==> src/verilog/mmn_map.svh <==
// Register offsets, opcode patterns, phase codes and reset values for the move, multiply and negate unit.
`ifndef MMN_MAP_SVH
`define MMN_MAP_SVH

// APB register byte offsets.
`define MMN_OFS_CTRL 12'h000
`define MMN_OFS_BANK 12'h004
`define MMN_OFS_ACC 12'h008
`define MMN_OFS_PROD 12'h00c
`define MMN_OFS_FLAGS 12'h010
`define MMN_OFS_INSTR 12'h014

// Control register bit positions.
`define MMN_CTRL_EXT_BIT 0
`define MMN_CTRL_RUN_BIT 1

// Opcode patterns on the upper byte, the upper seven bits or the upper four bits.
`define MMN_OPC_LOAD_LIT 8'h0e
`define MMN_OPC_MUL_LIT 8'h0d
`define MMN_OPC7_STORE 7'h37
`define MMN_OPC7_MUL_REG 7'h01
`define MMN_OPC7_NEGATE 7'h36
`define MMN_OPC4_SKIP 4'hf

// Addressing constants.
`define MMN_ACCESS_LIMIT 8'h5f
`define MMN_ACCESS_HIGH_BANK 4'hf
`define MMN_ACCESS_LOW_BANK 4'h0

// Phase codes within one instruction cycle.
`define MMN_PH_Q1 2'h0
`define MMN_PH_Q2 2'h1
`define MMN_PH_Q3 2'h2
`define MMN_PH_Q4 2'h3

// Reset values.
`define MMN_RST_BYTE 8'h00
`define MMN_RST_WORD 16'h0000
`define MMN_RST_ADDR 12'h000
`define MMN_RST_BANK 4'h0
`define MMN_RST_CTRL 2'h0
`define MMN_RST_WORD32 32'h00000000

`endif

==> src/verilog/mmn_pkg.sv <==
// Types shared by the move, multiply and negate unit.
package mmn_pkg;

    typedef enum logic [2:0] {
        MMN_OP_NONE = 3'b000,
        MMN_OP_LOAD = 3'b001,
        MMN_OP_STORE = 3'b010,
        MMN_OP_MULL = 3'b011,
        MMN_OP_MULR = 3'b100,
        MMN_OP_NEG = 3'b101
    } mmn_op_e;

    typedef enum logic [1:0] {
        MMN_Q1 = 2'b00,
        MMN_Q2 = 2'b01,
        MMN_Q3 = 2'b10,
        MMN_Q4 = 2'b11
    } mmn_phase_e;

    typedef struct packed {
        logic n;
        logic ov;
        logic z;
        logic dc;
        logic c;
    } mmn_flags_s;

    typedef struct packed {
        logic [11:0] addr;
        logic [7:0] wdata;
        logic re;
        logic we;
    } mmn_dmem_s;

endpackage

==> src/verilog/mmn_exec.sv <==
// Four-phase decode and execute unit for literal load, store, multiply and negate instructions.
//
// Local design decisions: the APB interface to the registers and the address map.
`timescale 1ns/1ps
`include "mmn_map.svh"

// Function
// - Upper seven bits 0110111 copy the accumulator to the addressed register, no flags.
// - Bank bit clear uses the access bank; set uses the bank select pointer.
// - Bank bit clear, extended set enabled and address up to 95 use indexed offset.
// - Upper byte 0D multiplies accumulator by literal, unsigned; accumulator unchanged.
// - Multiplies write the 16-bit product, high byte high, low byte low.
// - Upper seven bits 0000001 multiply accumulator by register; both left unchanged.
// - Multiplies change no status flag, not even zero.
// - Register multiply reads in phase two, computes in three, writes in four.
// - Upper seven bits 0110110 replace the register with its two's complement.
// - Negation updates negative, overflow, carry, digit carry and zero flags.
module mmn_exec
    import mmn_pkg::*;
(
    input wire logic CORE_CLK,
    input wire logic RST_N,
    input wire logic PSEL,
    input wire logic PENABLE,
    input wire logic PWRITE,
    input wire logic [11:0] PADDR,
    input wire logic [31:0] PWDATA,
    output logic [31:0] PRDATA,
    output logic PREADY,
    output logic PSLVERR,
    input wire logic [15:0] INSTR,
    input wire logic [11:0] INDEX_BASE,
    input wire logic [7:0] DMEM_RDATA,
    output mmn_dmem_s DMEM,
    output mmn_phase_e PHASE,
    output logic [7:0] ACCUM,
    output logic [15:0] PRODUCT,
    output mmn_flags_s FLAGS
);

    function automatic mmn_op_e decode_op(input logic [15:0] word);
        mmn_op_e op;
        op = MMN_OP_NONE;
        if (word == `MMN_RST_WORD || word[15:12] == `MMN_OPC4_SKIP) begin
            op = MMN_OP_NONE;
        end else if (word[15:8] == `MMN_OPC_LOAD_LIT) begin
            op = MMN_OP_LOAD;
        end else if (word[15:8] == `MMN_OPC_MUL_LIT) begin
            op = MMN_OP_MULL;
        end else if (word[15:9] == `MMN_OPC7_STORE) begin
            op = MMN_OP_STORE;
        end else if (word[15:9] == `MMN_OPC7_MUL_REG) begin
            op = MMN_OP_MULR;
        end else if (word[15:9] == `MMN_OPC7_NEGATE) begin
            op = MMN_OP_NEG;
        end
        return op;
    endfunction

    function automatic logic [11:0] resolve_addr(input logic [15:0] word, input logic [3:0] bank,
                                                 input logic ext, input logic [11:0] base);
        logic [11:0] addr;
        addr = {bank, word[7:0]};
        if (word[8] == 1'b0) begin
            if (ext && word[7:0] <= `MMN_ACCESS_LIMIT) begin
                addr = base + {4'h0, word[7:0]};
            end else if (word[7:0] <= `MMN_ACCESS_LIMIT) begin
                addr = {`MMN_ACCESS_LOW_BANK, word[7:0]};
            end else begin
                addr = {`MMN_ACCESS_HIGH_BANK, word[7:0]};
            end
        end
        return addr;
    endfunction

    function automatic logic uses_register(input mmn_op_e op);
        return op == MMN_OP_STORE || op == MMN_OP_MULR || op == MMN_OP_NEG;
    endfunction

    logic rst_meta;
    logic rst_n;

    // The pin is released through two flops so no register leaves reset on a metastable edge.
    always_ff @(posedge CORE_CLK or negedge RST_N) begin
        if (!RST_N) begin
            rst_meta <= 1'b0;
            rst_n <= 1'b0;
        end else begin
            rst_meta <= 1'b1;
            rst_n <= rst_meta;
        end
    end

    // Bus-side state.
    logic [1:0] ctrl;
    logic [3:0] bank;
    logic [31:0] next_prdata;
    logic next_pready;
    logic next_pslverr;
    logic [1:0] next_ctrl;
    logic [3:0] next_bank;
    logic setup;
    logic wr_hit;

    // Execute-side state.
    mmn_phase_e next_phase;
    logic [15:0] ir;
    logic [15:0] next_ir;
    mmn_op_e op;
    mmn_op_e next_op;
    logic [7:0] operand;
    logic [7:0] next_operand;
    logic [7:0] result;
    logic [7:0] next_result;
    logic [15:0] prod_calc;
    logic [15:0] next_prod_calc;
    mmn_flags_s flags_calc;
    mmn_flags_s next_flags_calc;
    mmn_dmem_s next_dmem;
    logic [7:0] next_accum;
    logic [15:0] next_product;
    mmn_flags_s next_flags;
    mmn_op_e fetched_op;

    logic [15:0] alu_product;
    logic [7:0] alu_negated;
    mmn_flags_s alu_flags;

    mmn_alu u_alu (
        .acc(ACCUM),
        .operand(operand),
        .product(alu_product),
        .negated(alu_negated),
        .neg_flags(alu_flags)
    );

    // Every access answers in its first access cycle, so the master never waits more than one.
    always_comb begin
        setup = PSEL && !PENABLE;
        wr_hit = PSEL && PENABLE && PREADY && PWRITE;
        next_pready = setup;
        next_pslverr = 1'b0;
        next_prdata = `MMN_RST_WORD32;
        next_ctrl = ctrl;
        next_bank = bank;
        if (setup) begin
            if (PADDR == `MMN_OFS_CTRL) begin
                next_prdata = {30'h00000000, ctrl};
            end else if (PADDR == `MMN_OFS_BANK) begin
                next_prdata = {28'h0000000, bank};
            end else if (PADDR == `MMN_OFS_ACC) begin
                next_prdata = {24'h000000, ACCUM};
            end else if (PADDR == `MMN_OFS_PROD) begin
                next_prdata = {16'h0000, PRODUCT};
            end else if (PADDR == `MMN_OFS_FLAGS) begin
                next_prdata = {27'h0000000, FLAGS};
            end else if (PADDR == `MMN_OFS_INSTR) begin
                next_prdata = {16'h0000, ir};
            end else begin
                next_pslverr = 1'b1;
            end
        end
        // Writes to read-only offsets are dropped quietly; only unmapped offsets answer with an error.
        if (wr_hit) begin
            if (PADDR == `MMN_OFS_CTRL) begin
                next_ctrl = PWDATA[1:0];
            end else if (PADDR == `MMN_OFS_BANK) begin
                next_bank = PWDATA[3:0];
            end
        end
    end

    always_ff @(posedge CORE_CLK or negedge rst_n) begin
        if (!rst_n) begin
            PRDATA <= `MMN_RST_WORD32;
            PREADY <= 1'b0;
            PSLVERR <= 1'b0;
            ctrl <= `MMN_RST_CTRL;
            bank <= `MMN_RST_BANK;
        end else begin
            PRDATA <= next_prdata;
            PREADY <= next_pready;
            PSLVERR <= next_pslverr;
            ctrl <= next_ctrl;
            bank <= next_bank;
        end
    end

    // Four phases per instruction cycle; each phase is one core clock.
    always_comb begin
        fetched_op = decode_op(INSTR);
        next_phase = PHASE;
        next_ir = ir;
        next_op = op;
        next_operand = operand;
        next_result = result;
        next_prod_calc = prod_calc;
        next_flags_calc = flags_calc;
        next_dmem = DMEM;
        next_accum = ACCUM;
        next_product = PRODUCT;
        next_flags = FLAGS;
        case (PHASE)
            MMN_Q1: begin
                next_phase = MMN_Q2;
                next_ir = INSTR;
                next_op = ctrl[`MMN_CTRL_RUN_BIT] ? fetched_op : MMN_OP_NONE;
                next_dmem.addr = resolve_addr(INSTR, bank, ctrl[`MMN_CTRL_EXT_BIT], INDEX_BASE);
                next_dmem.re = ctrl[`MMN_CTRL_RUN_BIT] && uses_register(fetched_op);
                next_dmem.we = 1'b0;
            end
            MMN_Q2: begin
                next_phase = MMN_Q3;
                next_dmem.re = 1'b0;
                if (op == MMN_OP_MULR || op == MMN_OP_NEG) begin
                    next_operand = DMEM_RDATA;
                end else if (op == MMN_OP_MULL) begin
                    next_operand = ir[7:0];
                end
            end
            MMN_Q3: begin
                next_phase = MMN_Q4;
                next_prod_calc = alu_product;
                next_flags_calc = alu_flags;
                next_result = (op == MMN_OP_NEG) ? alu_negated : ACCUM;
                next_dmem.wdata = (op == MMN_OP_NEG) ? alu_negated : ACCUM;
                next_dmem.we = (op == MMN_OP_STORE) || (op == MMN_OP_NEG);
            end
            MMN_Q4: begin
                next_phase = MMN_Q1;
                next_dmem.we = 1'b0;
                case (op)
                    MMN_OP_LOAD: begin
                        next_accum = ir[7:0];
                    end
                    MMN_OP_MULL, MMN_OP_MULR: begin
                        next_product = prod_calc;
                        next_flags = FLAGS;
                        next_accum = ACCUM;
                    end
                    MMN_OP_NEG: begin
                        next_flags = flags_calc;
                    end
                    MMN_OP_STORE: begin
                        next_flags = FLAGS;
                    end
                    default: begin
                        next_accum = ACCUM;
                    end
                endcase
            end
            default: begin
                next_phase = MMN_Q1;
            end
        endcase
    end

    // Every result is registered here so each output of the unit comes straight from a flop.
    always_ff @(posedge CORE_CLK or negedge rst_n) begin
        if (!rst_n) begin
            PHASE <= MMN_Q1;
            ir <= `MMN_RST_WORD;
            op <= MMN_OP_NONE;
            operand <= `MMN_RST_BYTE;
            result <= `MMN_RST_BYTE;
            prod_calc <= `MMN_RST_WORD;
            flags_calc <= '0;
            DMEM <= '0;
            ACCUM <= `MMN_RST_BYTE;
            PRODUCT <= `MMN_RST_WORD;
            FLAGS <= '0;
        end else begin
            PHASE <= next_phase;
            ir <= next_ir;
            op <= next_op;
            operand <= next_operand;
            result <= next_result;
            prod_calc <= next_prod_calc;
            flags_calc <= next_flags_calc;
            DMEM <= next_dmem;
            ACCUM <= next_accum;
            PRODUCT <= next_product;
            FLAGS <= next_flags;
        end
    end

endmodule

==> src/verilog/mmn_alu.sv <==
// Combinational data path: unsigned multiply and two's-complement negation with flags.
`timescale 1ns/1ps
`include "mmn_map.svh"

module mmn_alu
    import mmn_pkg::*;
(
    input wire logic [7:0] acc,
    input wire logic [7:0] operand,
    output logic [15:0] product,
    output logic [7:0] negated,
    output mmn_flags_s neg_flags
);

    logic [8:0] full_sum;
    logic [4:0] low_sum;

    always_comb begin
        product = {8'h00, acc} * {8'h00, operand};
        full_sum = {1'b0, ~operand} + 9'h001;
        low_sum = {1'b0, ~operand[3:0]} + 5'h01;
        negated = full_sum[7:0];
        neg_flags.n = full_sum[7];
        neg_flags.z = (full_sum[7:0] == `MMN_RST_BYTE);
        neg_flags.c = full_sum[8];
        neg_flags.dc = low_sum[4];
        neg_flags.ov = (operand[7] == 1'b1) && (full_sum[7] == 1'b1);
    end

endmodule

==> config.mk <==
export PLATFORM = sky130hd
export DESIGN_NAME = mmn_exec
export DESIGN_NICKNAME = d
export VERILOG_FILES = /design/src/verilog/mmn_pkg.sv /design/src/verilog/mmn_exec.sv /design/src/verilog/mmn_alu.sv
export VERILOG_INCLUDE_DIRS = /design/src /design/src/verilog
export SDC_FILE = /design/constraint.sdc
export NUM_CORES = 1
export LEC_CHECK = 0
export BUFFER_PORTS_ARGS = -buffer_cell sky130_fd_sc_hd__buf_2
export CORE_UTILIZATION = 56
export DETAILED_ROUTE_END_ITERATION = 12
export GPL_ROUTABILITY_DRIVEN = 0
export GPL_TIMING_DRIVEN = 1
export PLACE_DENSITY_LB_ADDON = 0.12
export SLEW_MARGIN = 30
export SYNTH_ARGS = -nofsm -noshare
export SYNTH_HDL_FRONTEND = slang
export SYNTH_SLANG_ARGS = --single-unit
==> constraint.sdc <==
create_clock -name CORE_CLK -period 5.2 [get_ports CORE_CLK]
set_clock_uncertainty 0.15 [all_clocks]
set_input_delay 1.04 -clock CORE_CLK [delete_from_list [all_inputs] [get_ports CORE_CLK]]
set_output_delay 1.04 -clock CORE_CLK [all_outputs]
set_load 0.02 [all_outputs]
==> run_results.csv, run 1 <==
group,metric,value,unit
run_status,outcome,"finished, final reports clean",
pwr,switching_share,22.1,%
synth,ys_warn_count,0,
pwr,clkPwrFrac,52.6,%
grt,grt_use_total,28.9,%
sta,finalMaxSlewViolations,0,
pwr,switchingPower,0.000546,W
critical_path,worstSetupPathDepth,14,
sta,relSlewSlack,40.2,%
finish,finalCoreUtilization,67.1,%
flow_run,cap_violations,0,
clock_tree,cts_hold_buf,0,
placed_design,hpwl,15200,um
synth,ys_seq_elements,127,
sta,setup_viol_count_final,0,
clock_tree,cts_tree,"built",
detailed_routing,drcViolationCount,0,
synth,synth-main-ff-cell,"dfrtp_1",
critical_path,crit_path_frequent_cell,"fa_1",
pwr,seq_power_share,41.3,%
placed_design,io_buffers,127,
grt,grt_max_degree,71,
critical_path,cp_slowest_cell,"dfrtp_1",
critical_path,r2r_end,"prod_calc[14]$_DFFE_PN0P_",
floorplanning,die_y,124,um
clock_tree,cts_htree_levels,4,
floorplanning,num_rows,44,
sta,setup-tns-final,0,ns
clock_tree,cts.sinks,127,
finish,layout_commonest_cell,"buf_2",
sta,period_needed,4.86,ns
pwr,cellPowerDensity,254,nW/um2
clock_tree,cts-root-buf,"clkbuf_16",
synth,synth_cells,822,
critical_path,arrival,5.01,ns
hold_path,worstHoldPathType,"reg -> async",
finish,area_delta_synth_final,17.4,%
grt,grt_overflow,0,
grt,antenna_found_initial,0,
critical_path,critPathRequiredTime,5.35,ns
clock_tree,cts.path.max_buffers,2,
floorplanning,io_pins,172,
critical_path,reg2reg_slack,0.34,ns
critical_path,cpPeakStageDelay,0.56,ns
detailed_routing,postRouteAntennaNets,0,
pwr,comb_power_share,6.1,%
pwr,total_leakage_power,5.13,nW
critical_path,path_max_fanout,15,
critical_path,crit_path_start_kind,"flip-flop",
grt,grt_pass1_wl,32700,um
synth,syn-cell-area,8280,um2
grt,grt_pass1_vias,6446,
sta,rsz0062_at_grt,"false",
pwr,vdd_ir_drop_max,0.000221,V
critical_path,path_delay_family,"adder cells",
finish,most-common-layout-cells,"buf_2, dfrtp_1, inv_1",
finish,antenna_cells,0,
detailed_routing,drtIter0Drc,399,
sta,max_freq,206,MHz
synth,ys_types,62,
clock_tree,clock_latency,0.43,ns
critical_path,cp_cell_sequence,"and2_1 > fa_1 > fa_1 > inv_1 > fa_1 > fa_1 > inv_1 > ha_1 > a21o_1 > a21oi_1 > o21ai_0 > a221oi_1 > a2111oi_0 > nand3b_1",
finish,fin_nets,1115,
detailed_routing,wire_per_inst,17.9,um
detailed_routing,drt_wl_total,20400,um
critical_path,crit_buf_inv,2,
critical_path,r2r-start,"operand[3]$_DFFE_PN0P_",
critical_path,reg2reg_depth,14,
synth,yosysSeqAreaShare,38.4,%
sta,worst_pin_slew,0.894,ns
detailed_routing,via_count,6412,
clock_tree,cts_buffers,17,
floorplanning,start_util,57.2,%
clock_tree,clk_pin_slew_worst_paths,0.06,ns
pwr,internal_power,0.00192,W
floorplanning,die_w,124,um
finish,final_layout_size_suffix_gt1_share,25.9,%
synth,avgSynthCellArea,10.1,um2
floorplanning,die_area,15300,um2
detailed_routing,viasPerCell,5.63,
sta,finalHoldViolCount,0,
critical_path,end_kind,"flip-flop",
floorplanning,core-area,14500,um2
sta,finalCritPeriodShare,93.4,%
critical_path,path_class,"reg -> reg",
synth,synthArstFlopShare,100,%
detailed_routing,first_pass_iters,5,
synth,synth_edf_count,0,
cells in the mapped netlist (3+ instances only):
cell	instances	area, um2
nor4_1	4	25.0
buf_2	3	15.0
nor3b_1	3	22.5
a21oi_1	40	200
xor2_1	9	78.8
nor2_1	52	195
o21a_1	3	22.5
a31oi_1	11	68.8
dfrtp_1	127	3180
ha_1	51	638
nand4_1	3	18.8
nor3_1	6	30.0
a21o_1	5	37.5
fa_1	37	741
nand3_1	12	60.1
clkbuf_1	30	113
xnor2_1	10	87.6
mux2i_1	20	200
buf_1	4	15.0
nand2b_1	7	43.8
buf_4	16	120
o31ai_1	3	22.5
mux2_4	4	60.1
and2_1	53	332
or3_1	4	25.0
mux2_2	63	709
nand2_1	71	267
o21ai_0	36	180
nand3b_1	4	30.0
a22oi_1	8	60.1
inv_1	74	278
nor2b_1	8	50.1
logic make-up (layout without fill, tap and decap cells):
kind of cell,after synthesis,after routing,share of synthesized area [%]
other,2,17,0.0908
adder cells (fa/ha/maj),88,88,16.7
AO/OA/AOI/OAI,133,133,9.87
buffers and inverters,127,244,6.53
multiplexers,87,87,11.7
XOR/XNOR,19,19,2.01
flip-flops,127,127,38.4
AND/OR/NAND/NOR,239,239,14.7
final cells by class:
| class | count | area (um2) |
|---|---|---|
| clock buffer | 22 | 494 |
| clock inverter | 9 | 155 |
| fill | 1160 | 4760 |
| inverter | 74 | 278 |
| multi-input combinational | 583 | 4630 |
| sequential | 127 | 3180 |
| tap | 184 | 230 |
| timing repair buffer | 139 | 746 |
per-stage QoR:
step / hold slack (ns) / instance area, um2 / total power, W / std cells / setup WS, ns
after CTS: 0.219 / 9670 / 0.00247 / 1137 / 0.323
after global routing: 0.0962 / 9710 / 0.00254 / 1138 / 0.0987
after detailed placement: 0.197 / 9020 / 0.00118 / 1106 / 0.332
after floorplan: 0.181 / 8330 / 0.00113 / 837 / 0.397
final: 0.0703 / 9710 / 0.00247 / 1138 / 0.342
after global placement: 0.195 / 9020 / 0.00118 / 1106 / 0.428
how the worst max path moves through the flow:
| stage | start | slack, ns | end |
|---|---|---|---|
| final | operand[3]$_DFFE_PN0P_ | 0.34 | prod_calc[14]$_DFFE_PN0P_ |
| after floorplan | ACCUM[0]$_DFFE_PN0P_ | 0.40 | prod_calc[12]$_DFFE_PN0P_ |
| after global routing | operand[7]$_DFFE_PN0P_ | 0.1 | prod_calc[12]$_DFFE_PN0P_ |
| after global placement | operand[7]$_DFFE_PN0P_ | 0.43 | prod_calc[12]$_DFFE_PN0P_ |
| after detailed placement | operand[3]$_DFFE_PN0P_ | 0.33 | prod_calc[13]$_DFFE_PN0P_ |
| after CTS | operand[3]$_DFFE_PN0P_ | 0.32 | prod_calc[13]$_DFFE_PN0P_ |
registers in the layout, indices dropped and copies added (netlist names), 3 cells and up:
signal / count
DMEM: 22
PRDATA: 16
PRODUCT: 16
ir: 16
prod_calc: 16
ACCUM: 8
operand: 8
FLAGS: 5
flags_calc: 5
bank: 4
op: 3
layer usage:
metal / vias to the layer above / global-route usage, % / wire length (um)
met1: 3168 / 38.5 / 9020
met3: 30 / 5.17 / 1010
li1: 2993 / - / -
met4: 0 / 10.7 / 360
met5: - / 0 / 0
met2: 221 / 47.1 / 10000
what timing repair did:
item                       CTS  global route
buffers inserted             0             0
setup endpoints to repair    0             2
resized for setup            0             1
power by group through the flow:
stage | Combinational [W] | Sequential [W] | Clock (W)
after floorplan | 0.0000827 | 0.00105 | 0
after global placement | 0.000134 | 0.00104 | 0
after detailed placement | 0.000139 | 0.00104 | 0
after CTS | 0.000141 | 0.00103 | 0.00131
after global routing | 0.000168 | 0.00102 | 0.00135
final | 0.000151 | 0.00102 | 0.00130
Note: power is estimated with default switching activity, not from simulation.
==> run 2: changes to the inputs <==
ABC_AREA = 1   (was unset)
==> run 2 against run 1 <==
Net effect:
- via count up 19%
- sequential share of layout area down 0.89 points
- power down 5.4%
- routed wire length up 8.0%
- global-route usage down 0.092 points
- combinational power up 4%
- synthesized area up 4.7%
- sequential power about the same
- synthesized cell count up 36%
- final cell count up 27%
- worst setup slack better by 0.36 ns
- worst hold slack better by 0.098 ns
- critical endpoint is now prod_calc[11]$_DFFE_PN0P_
==> run_results.csv, run 2 <==
group,metric,value,unit
synth,ys_seq_elements,127,
finish,n_fill_cell,1328,
grt,grt_use_total,28.8,%
sta,relSlewSlack,46.8,%
finish,layout_commonest_cell,"nand2_1",
clock_tree,cts.sinks,127,
sta,finalMaxSlewViolations,0,
grt,grt_max_degree,77,
synth,synthArstFlopShare,100,%
pwr,vdd_ir_drop_max,0.000233,V
pwr,total_leakage_power,5.85,nW
critical_path,path_max_fanout,8,
critical_path,critPathRequiredTime,5.34,ns
clock_tree,cts_htree_levels,4,
grt,antenna_found_initial,0,
pwr,switching_share,24.1,%
pwr,comb_power_share,6.7,%
clock_tree,cts-root-buf,"clkbuf_16",
clock_tree,cts_tree,"built",
placed_design,hpwl,16400,um
synth,syn-cell-area,8670,um2
finish,area_delta_synth_final,15.2,%
clock_tree,cts.path.max_buffers,2,
clock_tree,clock_latency,0.42,ns
sta,rsz0062_at_grt,"false",
critical_path,end_kind,"flip-flop",
floorplanning,num_rows,45,
finish,final_layout_size_suffix_gt1_share,16.7,%
synth,synth_most_common_cell,"nand2_1",
pwr,clkPwrFrac,49.7,%
critical_path,arrival,4.63,ns
finish,largest-register,"DMEM",
finish,antenna_cells,0,
detailed_routing,first_pass_iters,6,
clock_tree,cts_setup_buffers,0,
finish,most-common-layout-cells,"nand2_1, inv_1, buf_2",
pwr,seq_power_share,43.6,%
sta,period_needed,4.50,ns
synth,synth.top_cell.area_share,36.7,%
floorplanning,core-area,15100,um2
grt,grt_pass1_wl,35400,um
grt,grt_pass1_vias,7077,
pwr,cellPowerDensity,234,nW/um2
synth,yosys-top-cells-count,"nand2_1, inv_1, dfrtp_1",
detailed_routing,drt_wl_total,22000,um
placed_design,io_buffers,127,
sta,max_freq,222,MHz
synth,synth_edf_count,0,
sta,finalCritPeriodShare,86.5,%
detailed_routing,drtIter0Drc,493,
sta,setup-tns-final,0,ns
pwr,internal_power,0.00177,W
synth,yosysSeqAreaShare,36.7,%
finish,fin_nets,1414,
synth,avgSynthCellArea,7.72,um2
detailed_routing,drcViolationCount,0,
finish,largest_register_ffs,22,
sta,worst_pin_slew,0.798,ns
clock_tree,clk_pin_slew_worst_paths,0.06,ns
pwr,switchingPower,0.000563,W
clock_tree,cts_hold_buf,0,
sta,setup_viol_count_final,0,
finish,fin_cells,1442,
run_status,outcome,"finished, final reports clean",
floorplanning,die_w,126,um
synth,synthTopCellsByArea,"dfrtp_1, nand2_1, fa_1, inv_1, ha_1",
floorplanning,io_pins,172,
sta,finalHoldViolCount,0,
synth,yosysTopAreaCell,"dfrtp_1",
synth,ys_warn_count,0,
synth,synth-main-ff-cell,"dfrtp_1",
synth,ys_types,45,
detailed_routing,via_count,7600,
detailed_routing,viasPerCell,5.27,
detailed_routing,postRouteAntennaNets,0,
floorplanning,die_area,16000,um2
clock_tree,cts_buffers,17,
critical_path,crit_path_start_kind,"flip-flop",
detailed_routing,wire_per_inst,15.3,um
finish,seqCellArea,3180,um2
grt,grt_overflow,0,
clock_tree,ctsResizeCount,0,
synth,synth_cells,1122,
placed_design,dp.cells,1409,
floorplanning,die_y,126,um
flow_run,cap_violations,0,
hold_path,worstHoldPathType,"reg -> async",
floorplanning,start_util,57.2,%
finish,multi_input_area,4480,um2
critical_path,path_class,"reg -> reg",
[run 2: changes by cell type in the layout (fill, tap and decap cells not counted), moves of 9 or more]
| cell | before | now |
|---|---|---|
| a21oi_1 | 40 | 62 |
| a31oi_1 | 11 | 2 |
| and2_1 | 53 | 0 |
| inv_1 | 74 | 196 |
| mux2_2 | 63 | 5 |
| mux2i_1 | 20 | 0 |
| nand2_1 | 71 | 300 |
| nand3_1 | 12 | 51 |
| nor2_1 | 52 | 67 |
| o211ai_1 | 1 | 10 |
| o21ai_0 | 35 | 79 |
[run 2: power groups by stage]
stage / logic (W) / clock network [W] / registers, W
6_report: 0.000157 / 0.00116 / 0.00102
3_3_place_gp: 0.000146 / 0 / 0.00104
2_1_floorplan: 0.0000913 / 0 / 0.00105
3_5_place_dp: 0.000148 / 0 / 0.00104
5_1_grt: 0.000177 / 0.00121 / 0.00102
4_1_cts: 0.000150 / 0.00117 / 0.00102
[run 2: worst paths after layout]
kind | startpoint | end | slack, ns | cells after the start
worst max-delay path | ACCUM[3]$_DFFE_PN0P_ | prod_calc[11]$_DFFE_PN0P_ | 0.70 | 17
worst min-delay path | rst_n$_DFF_PN0_ | DMEM[5]$_DFFE_PN0P_ | 0.17 | 0
worst max register to register | ACCUM[3]$_DFFE_PN0P_ | prod_calc[11]$_DFFE_PN0P_ | 0.70 | 17
worst min register to register | rst_n$_DFF_PN0_ | DMEM[5]$_DFFE_PN0P_ | 0.17 | 0
max in group asynchronous | rst_n$_DFF_PN0_ | PRODUCT[3]$_DFFE_PN0P_ | 3.45 | 2
min in group CORE_CLK | rst_meta$_DFF_PN0_ | rst_n$_DFF_PN0_ | 0.20 | 0
[run 2: per-stage QoR]
stage	hold slack (ns)	util, %	total power [W]	cell area, um2	setup WS [ns]
floorplan	0.181	-	0.00114	8720	0.862
global placement	0.192	61.9	0.00118	9380	0.748
detailed placement	0.192	61.9	0.00119	9380	0.713
CTS	0.205	65.8	0.00234	9960	0.706
global route	0.206	65.9	0.00240	9980	0.398
finish	0.169	65.9	0.00233	9980	0.702
[run 2: final cells by class]
cell class	count	share of cell area, %
clock inverter	14	1.43
sequential	127	31.9
timing repair buffer	138	7.32
multi-input combinational	753	44.9
tap	188	2.36
clock buffer	18	4.40
inverter	204	7.72
[run 2: per-layer routing]
| metal | track usage [%] | part of all wire [%] | vias to the layer above |
|---|---|---|---|
| met5 | 0 | 0 | - |
| met4 | 11.2 | 2.4 | 0 |
| met3 | 4.43 | 5.4 | 38 |
| met2 | 46.3 | 48 | 259 |
| met1 | 39.3 | 44 | 3596 |
| li1 | - | - | 3707 |
[run 2: logic make-up after synthesis]
| group | share of synthesized area [%] |
|---|---|
| AND/OR/NAND/NOR | 22.5 |
| buffers and inverters | 12.2 |
| AO/OA/AOI/OAI | 10.6 |
| flip-flops | 36.7 |
| adder cells (fa/ha/maj) | 15.9 |
| XOR/XNOR | 1.01 |
| multiplexers | 0.996 |
| other | 0.0866 |
[run 2: critical path, cell delays in order (launching register included)]
cell     delay [ns]
dfrtp_1        0.53
buf_4          0.24
nand2_1        0.06
inv_1          0.06
fa_1           0.39
fa_1           0.55
inv_1          0.05
fa_1           0.47
fa_1           0.55
inv_1          0.04
ha_1           0.37
a21oi_1        0.21
nand2_1        0.14
nand2_1        0.08
nand2_1        0.06
or2_2          0.26
nand3_1        0.06
o21ai_0        0.08
==> run 3: changes to the inputs <==
PLACE_DENSITY = 0.82   (was unset)
PLACE_DENSITY_LB_ADDON = unset   (was 0.12)
==> run 3 against run 2 <==
Net effect:
- clock power increased by 7%
- non-clock buffer count rose by 1
- global-route usage grew 0.27 points
- final cell count did not move
- routed wire length up 2.1%
- sequential power about the same
- combinational power is essentially flat
- first-iteration DRC count grew 48%
- utilization is 0.17 points higher
- final area grew 0.25%
- via count up 2.8%
- critical endpoint is now prod_calc[12]$_DFFE_PN0P_
- largest power group unchanged
==> run_results.csv, run 3 (same netlist as run 2, synthesis figures left out) <==
group,metric,value,unit
detailed_routing,postRouteAntennaNets,0,
floorplanning,die_w,126,um
clock_tree,ctsResizeCount,0,
finish,fin_cells,1442,
clock_tree,cts.path.max_buffers,2,
grt,grt_use_total,29.0,%
finish,largest-register,"DMEM",
clock_tree,cts.sinks,127,
hold_path,worstHoldPathType,"reg -> async",
floorplanning,io_pins,172,
critical_path,path_max_fanout,12,
placed_design,pre_cts_slack,0.715,ns
pwr,cellPowerDensity,241,nW/um2
sta,whs,0.0990,ns
detailed_routing,wire_per_inst,15.6,um
clock_tree,cts_tree,"built",
placed_design,io_buffers,127,
finish,antenna_cells,0,
critical_path,end_kind,"flip-flop",
critical_path,critPathRequiredTime,5.35,ns
critical_path,crit_path_start_kind,"flip-flop",
sta,finalHoldViolCount,0,
clock_tree,cts_setup_buffers,0,
grt,grt_overflow,0,
grt,grtUsageMet2,48.4,%
critical_path,arrival,4.70,ns
run_status,outcome,"finished, final reports clean",
pwr,total_leakage_power,5.88,nW
floorplanning,core-area,15100,um2
critical_path,path_class,"reg -> reg",
critical_path,reg2reg_depth,16,
flow_run,cap_violations,0,
clock_tree,clk_pin_slew_worst_paths,0.06,ns
grt,grt_util_met3,5.82,%
finish,area_delta_synth_final,15.5,%
floorplanning,start_util,57.2,%
pwr,vdd_ir_drop_max,0.000219,V
critical_path,r2r_end,"prod_calc[12]$_DFFE_PN0P_",
grt,grt_pass1_wl,36100,um
sta,relSlewSlack,47.3,%
sta,period_needed,4.55,ns
placed_design,placed_area,9400,um2
grt,top_usage_layer,"met2",
sta,finalMaxSlewViolations,0,
sta,max_freq,220,MHz
floorplanning,die_y,126,um
clock_tree,cts-root-buf,"clkbuf_16",
sta,finalWorstSetupSlack,0.654,ns
detailed_routing,drtIter0Drc,728,
floorplanning,num_rows,45,
placed_design,hpwl,16600,um
clock_tree,cts_hold_buf,0,
grt,use_met1,36.3,%
floorplanning,die_area,16000,um2
finish,most-common-layout-cells,"nand2_1, inv_1, buf_2",
sta,setup-tns-final,0,ns
finish,final_layout_size_suffix_gt1_share,16.5,%
grt,antenna_found_initial,0,
finish,largest_register_ffs,22,
clock_tree,cts_htree_levels,4,
finish,design_area,10000,um2
detailed_routing,drcViolationCount,0,
detailed_routing,drt_wl_total,22500,um
finish,layout_commonest_cell,"nand2_1",
sta,rsz0062_at_grt,"false",
critical_path,reg2reg_slack,0.65,ns
detailed_routing,via_count,7812,
finish,fin_nets,1415,
sta,worst_pin_slew,0.790,ns
grt,grt_pass1_vias,7406,
sta,finalCritPeriodShare,87.4,%
critical_path,startpoint,"ACCUM[1]$_DFFE_PN0P_",
placed_design,dp.cells,1411,
clock_tree,clock_latency,0.42,ns
critical_path,r2r-start,"ACCUM[1]$_DFFE_PN0P_",
detailed_routing,viasPerCell,5.42,
clock_tree,cts_buffers,17,
grt,grt_max_degree,61,
detailed_routing,first_pass_iters,6,
critical_path,endpoint,"prod_calc[12]$_DFFE_PN0P_",
sta,setup_viol_count_final,0,
run 3: layout make-up:
class / instances / area (um2)
repair buffers: 139 / 726
clock inverters: 11 / 165
clock buffers: 20 / 447
multi-input cells: 753 / 4480
inverters: 204 / 771
flip-flops and latches: 127 / 3180
well taps: 188 / 235
fillers: 1241 / 5140
run 3: layer usage:
layer  up-vias  part of all wire (%)  wire length (um)
li1       3702                     -                 -
met1      3671                    40              8990
met2       366                    49             10900
met3        73                   7.9              1770
met4         0                   3.4               766
met5         -                     0                 0
run 3: critical path, stage by stage (launching register included):
cell	delay (ns)
dfrtp_1	0.68
nand2_1	0.16
fa_1	0.53
fa_1	0.55
inv_1	0.06
fa_1	0.53
inv_1	0.05
fa_1	0.53
inv_1	0.04
ha_1	0.36
a21o_1	0.22
nand2_1	0.06
nand3_1	0.14
nand2_1	0.11
nand3_1	0.07
nand3_1	0.11
nand2_1	0.06
run 3: stage by stage:
stage,total power (W),utilization [%]
floorplan,0.00114,-
global placement,0.00118,62.0
detailed placement,0.00119,62.0
CTS,0.00242,66.1
global route,0.00248,66.1
finish,0.00241,66.1
run 3: worst min-delay path by stage:
stage,end,from,slack (ns),depth (start not counted)
after floorplan,rst_n$_DFF_PN0_,rst_meta$_DFF_PN0_,0.18,0
after global placement,DMEM[4]$_DFFE_PN0P_,rst_n$_DFF_PN0_,0.1,0
after detailed placement,DMEM[4]$_DFFE_PN0P_,rst_n$_DFF_PN0_,0.11,0
after CTS,flags_calc[1]$_DFFE_PN0P_,rst_n$_DFF_PN0_,0.11,0
after global routing,DMEM[4]$_DFFE_PN0P_,rst_n$_DFF_PN0_,0.13,0
final,flags_calc[1]$_DFFE_PN0P_,rst_n$_DFF_PN0_,0.1,0
run 3: power breakdown:
part / internal, W / switching, W / leakage [nW] / total, W
logic: 0.0000518 / 0.000107 / 3.92 / 0.000159
clock network: 0.000809 / 0.000429 / 0.300 / 0.00124
registers: 0.00100 / 0.0000123 / 1.66 / 0.00101
total: 0.00186 / 0.000549 / 5.88 / 0.00241
